File: config.mk
export PLATFORM = sky130hd
export DESIGN_NAME = stcl_top
export DESIGN_NICKNAME = d
export VERILOG_FILES = /design/src/rtl/stcl_pkg.sv /design/src/rtl/stcl_sync.sv /design/src/rtl/stcl_decode.sv /design/src/rtl/stcl_top.sv
export VERILOG_INCLUDE_DIRS = /design/src /design/src/rtl
export SDC_FILE = /design/constraint.sdc
export NUM_CORES = 1
export LEC_CHECK = 0
export BUFFER_PORTS_ARGS = -buffer_cell sky130_fd_sc_hd__buf_4
export CAP_MARGIN = 25
export CORE_ASPECT_RATIO = 0.8
export CORE_UTILIZATION = 40
export DETAILED_ROUTE_END_ITERATION = 6
export GPL_ROUTABILITY_DRIVEN = 0
export PLACE_DENSITY_LB_ADDON = 0.05
export SLEW_MARGIN = 10
export SYNTH_ARGS = -nofsm -noshare
export SYNTH_HDL_FRONTEND = slang
export SYNTH_SLANG_ARGS = --single-unit
export TNS_END_PERCENT = 10
File: constraint.sdc
create_clock -name clock -period 2.76 [get_ports clock]
set_input_delay 0.414 -clock clock [delete_from_list [all_inputs] [get_ports clock]]
set_output_delay 0.414 -clock clock [all_outputs]
set_load 0.02 [all_outputs]
File: src/rtl/stcl_cfg.svh
`ifndef STCL_CFG_SVH
`define STCL_CFG_SVH

// ----------------------------------------------------------------------
// Control word geometry
// ----------------------------------------------------------------------
`define STCL_WORD_BITS        32
`define STCL_TAP_COUNT        4
`define STCL_DOB_COUNT        7
`define STCL_WEIGHT_BITS      3
`define STCL_COUNT_BITS       6
`define STCL_COUNT_MAX        6'h3F

// ----------------------------------------------------------------------
// Field positions, bit 0 is the first bit on the link (the MSB)
// ----------------------------------------------------------------------
`define STCL_HALF_CUR_BASE    0
`define STCL_ANALOG_BASE      4
`define STCL_DOB_EN_BASE      8
`define STCL_UNUSED_BIT_A     15
`define STCL_DOB_ASSIGN_BASE  16
`define STCL_UNUSED_BIT_B     23
`define STCL_CLK_SEL_BIT      24
`define STCL_SHORT_DLY_BIT    25
`define STCL_LONG_DLY_BIT     26
`define STCL_INVERT_BASE      27
`define STCL_UNUSED_BIT_C     31

// ----------------------------------------------------------------------
// Reset values and timing
// ----------------------------------------------------------------------
`define STCL_WORD_RESET       32'h00000000
`define STCL_CLK_PERIOD_NS    10
`define STCL_SETTLE_NS        100
`define STCL_SETTLE_CYCLES    (`STCL_SETTLE_NS / `STCL_CLK_PERIOD_NS)
`define STCL_PATH_CYCLES      5

`endif

File: src/rtl/stcl_pkg.sv
`include "stcl_cfg.svh"

package stcl_pkg;

	// ------------------------------------------------------------------
	// Shared types
	// ------------------------------------------------------------------
	// Control word, index 0 is the first bit shifted in
	typedef logic [0:`STCL_WORD_BITS-1] stcl_word_t;

	// Link phase of the loader
	typedef enum logic [1:0] {
		STCL_IDLE  = 2'b00,
		STCL_SHIFT = 2'b01,
		STCL_HOLD  = 2'b10
	} stcl_phase_t;

	// Synchroniser state, two stages for the three link wires
	typedef struct packed {
		logic [2:0] stage_one;
		logic [2:0] stage_two;
	} stcl_sync_state_t;

endpackage : stcl_pkg

File: src/rtl/stcl_sync.sv
`timescale 1ns/1ps
`include "stcl_cfg.svh"

// Two flip-flop synchroniser for the serial clock, data and enable wires
module stcl_sync (
	input  wire logic       clock,
	input  wire logic       reset_n,
	input  wire logic [2:0] async_in,
	output logic      [2:0] sync_out
);

	// ------------------------------------------------------------------
	// State
	// ------------------------------------------------------------------
	stcl_pkg::stcl_sync_state_t state;      // Both stages
	stcl_pkg::stcl_sync_state_t next_state; // Next value

	// Only the second stage is read; the first may be metastable
	always_comb begin
		next_state = state;
		next_state.stage_one = async_in;
		next_state.stage_two = state.stage_one;
	end

	// Stages clear to zero so an idle link reads as low
	always_ff @(posedge clock or negedge reset_n) begin
		if (!reset_n) begin
			state <= '0;
		end else begin
			state <= next_state;
		end
	end

	assign sync_out = state.stage_two;

endmodule : stcl_sync

File: src/rtl/stcl_decode.sv
`timescale 1ns/1ps
`include "stcl_cfg.svh"

// Pure decode of the control word into the datapath controls
module stcl_decode (
	input  wire stcl_pkg::stcl_word_t          word,
	output logic [`STCL_TAP_COUNT-1:0]         half_current,
	output logic [`STCL_TAP_COUNT-1:0]         analog_on,
	output logic [`STCL_DOB_COUNT-1:0]         dob_enable,
	output logic [`STCL_DOB_COUNT-1:0]         dob_to_tap2,
	output logic                               clock_select,
	output logic                               short_parallel,
	output logic                               long_parallel,
	output logic [`STCL_TAP_COUNT-1:0]         invert,
	output logic [4*`STCL_WEIGHT_BITS-1:0]     tap_weight
);

	// ------------------------------------------------------------------
	// Field helpers
	// ------------------------------------------------------------------
	// Four-bit field: first bit is tap 4, so result bit i is tap i+1
	function automatic logic [`STCL_TAP_COUNT-1:0] tap_field(
		input stcl_pkg::stcl_word_t w,
		input int                   base
	);
		logic [`STCL_TAP_COUNT-1:0] f;
		f = '0;
		for (int i = 0; i < `STCL_TAP_COUNT; i++) begin
			f[i] = w[base + `STCL_TAP_COUNT - 1 - i];
		end
		return f;
	endfunction : tap_field

	// Seven-bit field: first bit is buffer 7, result bit i is buffer i+1
	function automatic logic [`STCL_DOB_COUNT-1:0] dob_field(
		input stcl_pkg::stcl_word_t w,
		input int                   base
	);
		logic [`STCL_DOB_COUNT-1:0] f;
		f = '0;
		for (int i = 0; i < `STCL_DOB_COUNT; i++) begin
			f[i] = w[base + `STCL_DOB_COUNT - 1 - i];
		end
		return f;
	endfunction : dob_field

	// Count of set bits, weight of a tap in eighths of full output
	function automatic logic [`STCL_WEIGHT_BITS-1:0] ones(
		input logic [`STCL_DOB_COUNT-1:0] v
	);
		logic [`STCL_WEIGHT_BITS-1:0] n;
		n = '0;
		for (int i = 0; i < `STCL_DOB_COUNT; i++) begin
			n = n + {{(`STCL_WEIGHT_BITS-1){1'b0}}, v[i]};
		end
		return n;
	endfunction : ones

	// ------------------------------------------------------------------
	// Decode; bits 15, 23 and 31 are never looked at
	// ------------------------------------------------------------------
	logic [`STCL_DOB_COUNT-1:0] on_tap2; // Active buffers sent to tap 2
	logic [`STCL_DOB_COUNT-1:0] on_alt;  // Active buffers on home tap

	always_comb begin
		half_current   = tap_field(word, `STCL_HALF_CUR_BASE);
		analog_on      = tap_field(word, `STCL_ANALOG_BASE);
		dob_enable     = dob_field(word, `STCL_DOB_EN_BASE);
		dob_to_tap2    = dob_field(word, `STCL_DOB_ASSIGN_BASE);
		clock_select   = word[`STCL_CLK_SEL_BIT];
		short_parallel = word[`STCL_SHORT_DLY_BIT];
		long_parallel  = word[`STCL_LONG_DLY_BIT];
		invert         = tap_field(word, `STCL_INVERT_BASE);
		on_tap2        = dob_enable & dob_to_tap2;
		on_alt         = dob_enable & ~dob_to_tap2;
		// Home taps: buffers 1-2 tap 1, 3-5 tap 3, 6-7 tap 4
		tap_weight[0 +: `STCL_WEIGHT_BITS] = ones(on_alt & 7'h03);
		tap_weight[3 +: `STCL_WEIGHT_BITS] = ones(on_tap2);
		tap_weight[6 +: `STCL_WEIGHT_BITS] = ones(on_alt & 7'h1C);
		tap_weight[9 +: `STCL_WEIGHT_BITS] = ones(on_alt & 7'h60);
	end

endmodule : stcl_decode

File: src/rtl/stcl_top.sv
`timescale 1ns/1ps
`include "stcl_cfg.svh"


module stcl_top (
	input  wire logic                          clock,
	input  wire logic                          reset_n,
	input  wire logic                          serial_cfg_data_in,
	input  wire logic                          serial_cfg_clock_in,
	input  wire logic                          serial_cfg_write_enable,
	output logic [`STCL_TAP_COUNT-1:0]         half_current_on,
	output logic [`STCL_TAP_COUNT-1:0]         analog_section_on,
	output logic [`STCL_DOB_COUNT-1:0]         data_output_buffer_on,
	output logic [`STCL_DOB_COUNT-1:0]         data_output_buffer_tap2,
	output logic                               clock_out_select,
	output logic                               short_delay_parallel,
	output logic                               long_delay_parallel,
	output logic                               tap_one_invert,
	output logic                               tap_two_invert,
	output logic                               tap_three_invert,
	output logic                               tap_four_invert,
	output logic [`STCL_WEIGHT_BITS-1:0]       tap_one_weight,
	output logic [`STCL_WEIGHT_BITS-1:0]       tap_two_weight,
	output logic [`STCL_WEIGHT_BITS-1:0]       tap_three_weight,
	output logic [`STCL_WEIGHT_BITS-1:0]       tap_four_weight,
	output logic                               frame_active,
	output logic                               frame_complete,
	output logic [`STCL_COUNT_BITS-1:0]        frame_bit_count
);

	// ------------------------------------------------------------------
	// State of the loader
	// ------------------------------------------------------------------
	// Everything that holds a value lives in one packed record so that
	// the next-state logic below reads as a single transfer function.
	typedef struct packed {
		logic                              sclk_prev;  // Last synced clock
		stcl_pkg::stcl_phase_t             phase;      // Link phase
		stcl_pkg::stcl_word_t              word;       // Shift register
		logic [`STCL_COUNT_BITS-1:0]       count;      // Edges this frame
		logic                              complete;   // Last frame full
		logic [`STCL_TAP_COUNT-1:0]        half_cur;   // Registered out
		logic [`STCL_TAP_COUNT-1:0]        analog;     // Registered out
		logic [`STCL_DOB_COUNT-1:0]        dob_on;     // Registered out
		logic [`STCL_DOB_COUNT-1:0]        dob_t2;     // Registered out
		logic                              clk_sel;    // Registered out
		logic                              short_par;  // Registered out
		logic                              long_par;   // Registered out
		logic [`STCL_TAP_COUNT-1:0]        inv;        // Registered out
		logic [4*`STCL_WEIGHT_BITS-1:0]    weight;     // Registered out
	} stcl_core_state_t;

	stcl_core_state_t state;      // Current state
	stcl_core_state_t next_state; // Next state

	// ------------------------------------------------------------------
	// Link synchroniser
	// ------------------------------------------------------------------
	// All three wires come from the controller's domain, so each one
	// passes two flops before anything here looks at it. Data and clock
	// share the same delay, so the data seen at a detected edge is the
	// data that stood at that edge on the pins.
	logic [2:0] link_sync; // {enable, clock, data} after two stages

	stcl_sync u_sync (
		.clock    (clock),
		.reset_n  (reset_n),
		.async_in ({serial_cfg_write_enable,
		            serial_cfg_clock_in,
		            serial_cfg_data_in}),
		.sync_out (link_sync)
	);

	logic link_enable; // Synced write enable
	logic link_clock;  // Synced serial clock
	logic link_data;   // Synced serial data
	logic fall_edge;   // One-cycle pulse on a serial clock falling edge
	logic shift_now;   // Falling edge taken while enable is high

	assign link_enable = link_sync[2];
	assign link_clock  = link_sync[1];
	assign link_data   = link_sync[0];

	// Edge detector reads only the second stage and its own delayed copy
	assign fall_edge = state.sclk_prev & ~link_clock;
	// Edges with enable low are ignored, so the word is held
	assign shift_now = fall_edge & link_enable;

	// ------------------------------------------------------------------
	// Control decode
	// ------------------------------------------------------------------
	// The decode reads the live shift register, so the controls follow
	// the word bit by bit while a frame is shifting, just as a plain
	// shift register wired to the datapath would. A controller that
	// wants no intermediate patterns must keep the datapath quiet
	// until the enable drops.
	logic [`STCL_TAP_COUNT-1:0]      dec_half_cur;  // Decoded field
	logic [`STCL_TAP_COUNT-1:0]      dec_analog;    // Decoded field
	logic [`STCL_DOB_COUNT-1:0]      dec_dob_on;    // Decoded field
	logic [`STCL_DOB_COUNT-1:0]      dec_dob_t2;    // Decoded field
	logic                            dec_clk_sel;   // Decoded field
	logic                            dec_short_par; // Decoded field
	logic                            dec_long_par;  // Decoded field
	logic [`STCL_TAP_COUNT-1:0]      dec_inv;       // Decoded field
	logic [4*`STCL_WEIGHT_BITS-1:0]  dec_weight;    // Per-tap eighths

	stcl_decode u_decode (
		.word           (state.word),
		.half_current   (dec_half_cur),
		.analog_on      (dec_analog),
		.dob_enable     (dec_dob_on),
		.dob_to_tap2    (dec_dob_t2),
		.clock_select   (dec_clk_sel),
		.short_parallel (dec_short_par),
		.long_parallel  (dec_long_par),
		.invert         (dec_inv),
		.tap_weight     (dec_weight)
	);

	// ------------------------------------------------------------------
	// Next-state logic
	// ------------------------------------------------------------------
	always_comb begin
		next_state = state;
		next_state.sclk_prev = link_clock;

		// New bits enter at the far end and older ones move toward
		// index 0, so after 32 edges the first bit sits in bit 0.
		// Further edges simply push the oldest bit out.
		if (shift_now) begin
			next_state.word = {state.word[1:`STCL_WORD_BITS-1],
			                   link_data};
			if (state.count != `STCL_COUNT_MAX) begin
				next_state.count = state.count + 6'h01;
			end
		end

		// Phase tracking: a frame opens on enable high and closes on
		// enable low; the bit count restarts with each new frame.
		case (state.phase)
			stcl_pkg::STCL_IDLE,
			stcl_pkg::STCL_HOLD: begin
				if (link_enable) begin
					next_state.phase = stcl_pkg::STCL_SHIFT;
					// An edge in the opening cycle is the frame's first
					next_state.count = shift_now ? 6'h01 : 6'h00;
				end
			end
			stcl_pkg::STCL_SHIFT: begin
				if (!link_enable) begin
					// Frame closed; flag it full when at least a word
					// arrived, since extra edges still leave one whole
					// word in the register
					next_state.phase    = stcl_pkg::STCL_HOLD;
					next_state.complete =
						(state.count >= 6'(`STCL_WORD_BITS));
				end else begin
					next_state.complete = 1'b0;
				end
			end
			default: begin
				// Unreachable code, fall back to a safe idle
				next_state.phase = stcl_pkg::STCL_IDLE;
			end
		endcase

		// Register every decoded control one stage after the word so
		// each output leaves a flop. Path from a pin edge to an output
		// is two sync stages, a combinational edge detect, the shift and
		// this stage, four cycles, well inside the settle budget.
		next_state.half_cur  = dec_half_cur;
		next_state.analog    = dec_analog;
		next_state.dob_on    = dec_dob_on;
		next_state.dob_t2    = dec_dob_t2;
		next_state.clk_sel   = dec_clk_sel;
		next_state.short_par = dec_short_par;
		next_state.long_par  = dec_long_par;
		next_state.inv       = dec_inv;
		next_state.weight    = dec_weight;
	end

	// ------------------------------------------------------------------
	// State register
	// ------------------------------------------------------------------
	// No reset value exists on the link side, so everything clears to
	// the all-off word: no taps, no buffers, main clock, opposite delays.
	always_ff @(posedge clock or negedge reset_n) begin
		if (!reset_n) begin
			state       <= '0;
			state.word  <= `STCL_WORD_RESET;
			state.phase <= stcl_pkg::STCL_IDLE;
		end else begin
			state <= next_state;
		end
	end

	// ------------------------------------------------------------------
	// Outputs, each straight from the state register
	// ------------------------------------------------------------------
	assign half_current_on         = state.half_cur;
	assign analog_section_on       = state.analog;
	assign data_output_buffer_on   = state.dob_on;
	assign data_output_buffer_tap2 = state.dob_t2;
	assign clock_out_select        = state.clk_sel;
	assign short_delay_parallel    = state.short_par;
	assign long_delay_parallel     = state.long_par;
	assign tap_one_invert          = state.inv[0];
	assign tap_two_invert          = state.inv[1];
	assign tap_three_invert        = state.inv[2];
	assign tap_four_invert         = state.inv[3];
	assign tap_one_weight          = state.weight[0 +: `STCL_WEIGHT_BITS];
	assign tap_two_weight          = state.weight[3 +: `STCL_WEIGHT_BITS];
	assign tap_three_weight        = state.weight[6 +: `STCL_WEIGHT_BITS];
	assign tap_four_weight         = state.weight[9 +: `STCL_WEIGHT_BITS];
	// Shift phase is the only code with bit 0 set, so this is a flop
	assign frame_active            = state.phase[0];
	assign frame_complete          = state.complete;
	assign frame_bit_count         = state.count;

endmodule : stcl_top

==> flow_summary.ini <==
[outcome]
run_status = completed

[sta]
finalHoldViolCount = 0
slew_headroom = 0.6471
fin_crit_sh = 0.9620
worst_pin_slew_ns = 0.5294
maxSlewViolCount = 0
timing.hold.ws_ns = 0.03172
setup_tns_ns = 0
fmax_ghz = 0.3766
setup_violations = 0
period_needed_ns = 2.655
skew_ns = 0.01092

[setup_path]
cp_max_fo = 2
crit_arrival_ns = 2.90
end_kind = flip-flop
start_kind = flip-flop
critical_path_class = flip-flop to flip-flop
required_ns = 3.00

[power]
combPwrFrac = 0.080
power_density_mw_per_mm2 = 610.2
peakVddDrop_v = 0.0002853
clkPwrFrac = 0.338
p_int_uw = 1769
seq_power_share = 0.582
p_sw_uw = 616.1
switching_share = 0.2583
power_leakage_uw = 0.002156

[clock_network]
cts_made_buffers = 9
cts_tree = done
postCtsSetupBuffers = 0
clk_pin_slew_worst_paths_ns = 0.09
root_buffer = clkbuf_8
ctsHoldBuffers = 0
clock-sinks = 87
clock_latency_ns = 0.35
htree_num_levels = 3
clock_path_buffers = 2

[route]
wl_per_cell_um = 12.31
route.vias.total = 1973
first_pass_iters = 6
drc = 0
drt-total-wl_mm = 5.525
route.met2.wl_mm = 2.457
top_layer = met4
wl_met1_mm = 2.804
viasPerCell = 4.394
route.antenna.remaining_nets = 0
drt_iter0_markers = 72
dr_wl_met3_um = 201

[place]
io_buffer_count = 51
placedCellCount = 433
dpl.hpwl_mm = 3.451

[logic_synthesis]
synthesis.area_mm2 = 0.003492
synthDistinctLibCells = 35
ys_warn_count = 0
synth.avg_cell_area_um2 = 11.19
synth-seq-area-share = 0.6234
synth_seq_cells = 87
netlist_instances = 312

[cells_and_area]
num_antenna_cells = 0
final_cells = 449
drive_above_1_share = 0.2285
fin_nets = 351
syn2layout_area_growth_pct = 11.93

[floorplanning]
initial_core_util = 0.4117
rows = 30
ios = 54
coreArea_mm2 = 0.008483
die_w_um = 106.5
dieArea_mm2 = 0.009110
die_h_um = 85.57

[grt]
grt-ovfl-total = 0
antenna_found_initial = 0
grt_pass1_vias = 1929
grt_pass1_wl_mm = 9.515
grt_util_all_layers = 0.1351
grt_max_degree = 47

[worst_hold_path]
hp-class = input port to asynchronous set/reset pin

[run]
drv_cap = 0
timing repair:
action | 4_1_cts | 5_1_grt
endpoints found under the setup margin | 1 | 1
pin swaps | 1 | 1
resized for setup | 1 | 1
flip-flops by register name, indices dropped and copies added (netlist names), 2 cells and up, named ones only:
name / flops
analog_section_on: 4
half_current_on: 4
data_output_buffer_tap2: 7
tap_one_weight: 2
tap_three_weight: 3
u_sync.sync_out: 3
u_sync.next_state: 3
data_output_buffer_on: 7
tap_two_weight: 3
tap_four_weight: 2
state: 34
per-layer routing:
layer  GRT usage  vias to the layer above
li1            -                      983
met1      0.1910                      942
met2      0.1995                       43
met3     0.03875                        5
met4     0.04857                        0
met5           0                        -
cells in the final DEF, fill, tap and decap left out, types with 2 or more instances in the layout:
master,synthesis,final
inv_2,2,2
clkbuf_8,0,10
and3_1,2,2
nor2_1,2,2
nor3_1,4,4
fa_1,4,3
dfrtp_1,87,87
a311oi_1,2,2
and2_1,5,5
nor2b_1,7,7
clkinvlp_4,0,3
ha_1,10,9
nand2_1,102,102
conb_1,1,2
nand3_1,3,3
inv_6,0,2
inv_1,7,7
a21oi_1,8,8
buf_4,41,56
path summary, 6_finish.rpt:
path                                             to  cells past startpoint  slack (ns)                    start
min in group clock             u_sync.next_state[2]                      1        0.17  serial_cfg_write_enable
max in group asynchronous                 state[81]                      2        2.11                  reset_n
min reg2reg                      u_sync.sync_out[1]                      0        0.35     u_sync.next_state[1]
max                               tap_two_weight[2]                      9        0.10                state[65]
max reg2reg                       tap_two_weight[2]                      9        0.10                state[65]
min                        data_output_buffer_on[3]                      1        0.03                  reset_n
synth_stat cells:
master,number,area [um^2]
nand3b_4,1,20.02
o21ai_1,1,5.000
inv_2,2,7.510
o2111a_1,1,11.26
a21oi_1,8,40.04
ha_1,10,125.1
buf_2,7,35.03
and3_1,2,12.51
nor2_1,2,7.510
nor4_1,1,6.260
nand2_1,102,382.9
o31a_1,1,8.760
dfrtp_1,87,2177
a311oi_1,2,17.52
and2b_1,1,7.510
a31oi_1,1,6.260
a211oi_1,1,7.510
nand3_1,3,15.01
fa_1,4,80.08
inv_1,7,26.28
o41ai_1,1,8.760
xor2_1,1,8.760
nand3b_1,1,7.510
nand2b_1,1,6.260
buf_4,41,307.8
o221ai_1,1,8.760
nor3_1,4,20.02
and2_1,5,31.28
and3b_1,1,8.760
a2bb2oi_1,1,8.760
conb_1,1,3.750
nor2b_1,7,43.79
xnor2_1,1,8.760
buf_6,1,11.26
o2111ai_1,1,8.760
power by group through the flow:
| stage | Sequential (uW) | Clock [uW] | Combinational (uW) |
|---|---|---|---|
| 2_1_floorplan | 1430 | 0 | 91.1 |
| 3_3_place_gp | 1410 | 0 | 196 |
| 3_5_place_dp | 1410 | 0 | 196 |
| 4_1_cts | 1390 | 850 | 197 |
| 5_1_grt | 1400 | 907 | 216 |
| 6_report | 1390 | 805 | 191 |
layout make-up:
cell class,count,area (um^2)
clock buffers,11,141.4
clock inverters,5,40.04
fillers,815,4574
inverters,9,33.78
multi-input cells,168,935.9
flip-flops and latches,87,2177
well taps,112,140.1
repair buffers,57,440.4
cells by family after synthesis:
group	count (synthesis)	synth area share
compound gates	19	0.03762
xor+xnor	2	0.005017
fa+ha+maj	14	0.05876
buf+inv	58	0.1111
flops	87	0.6234
other cells	1	0.001074
simple gates	131	0.1630
worst max-delay path: stages, from the launching register on:
cell and delay [ns]:
dfrtp_1 0.38, and2_1 0.16, ha_1 0.27, inv_1 0.05, fa_1 0.52, inv_1 0.05, fa_1 0.44, ha_2 0.19
fa_2 0.33, xor2_1 0.16
metrics by stage:
step	total power (uW)	utilization	area [um^2]	worst slack, ns
CTS	2437	0.4605	3906	0.04050
finish	2385	0.4608	3909	0.1049
global route	2523	0.4608	3909	-0.0009148
global placement	1611	0.4388	3722	0.006056
detailed placement	1607	0.4388	3722	-0.01776
floorplan	1519	-	3496	0.01710
Power figures use the tool's default switching activity.
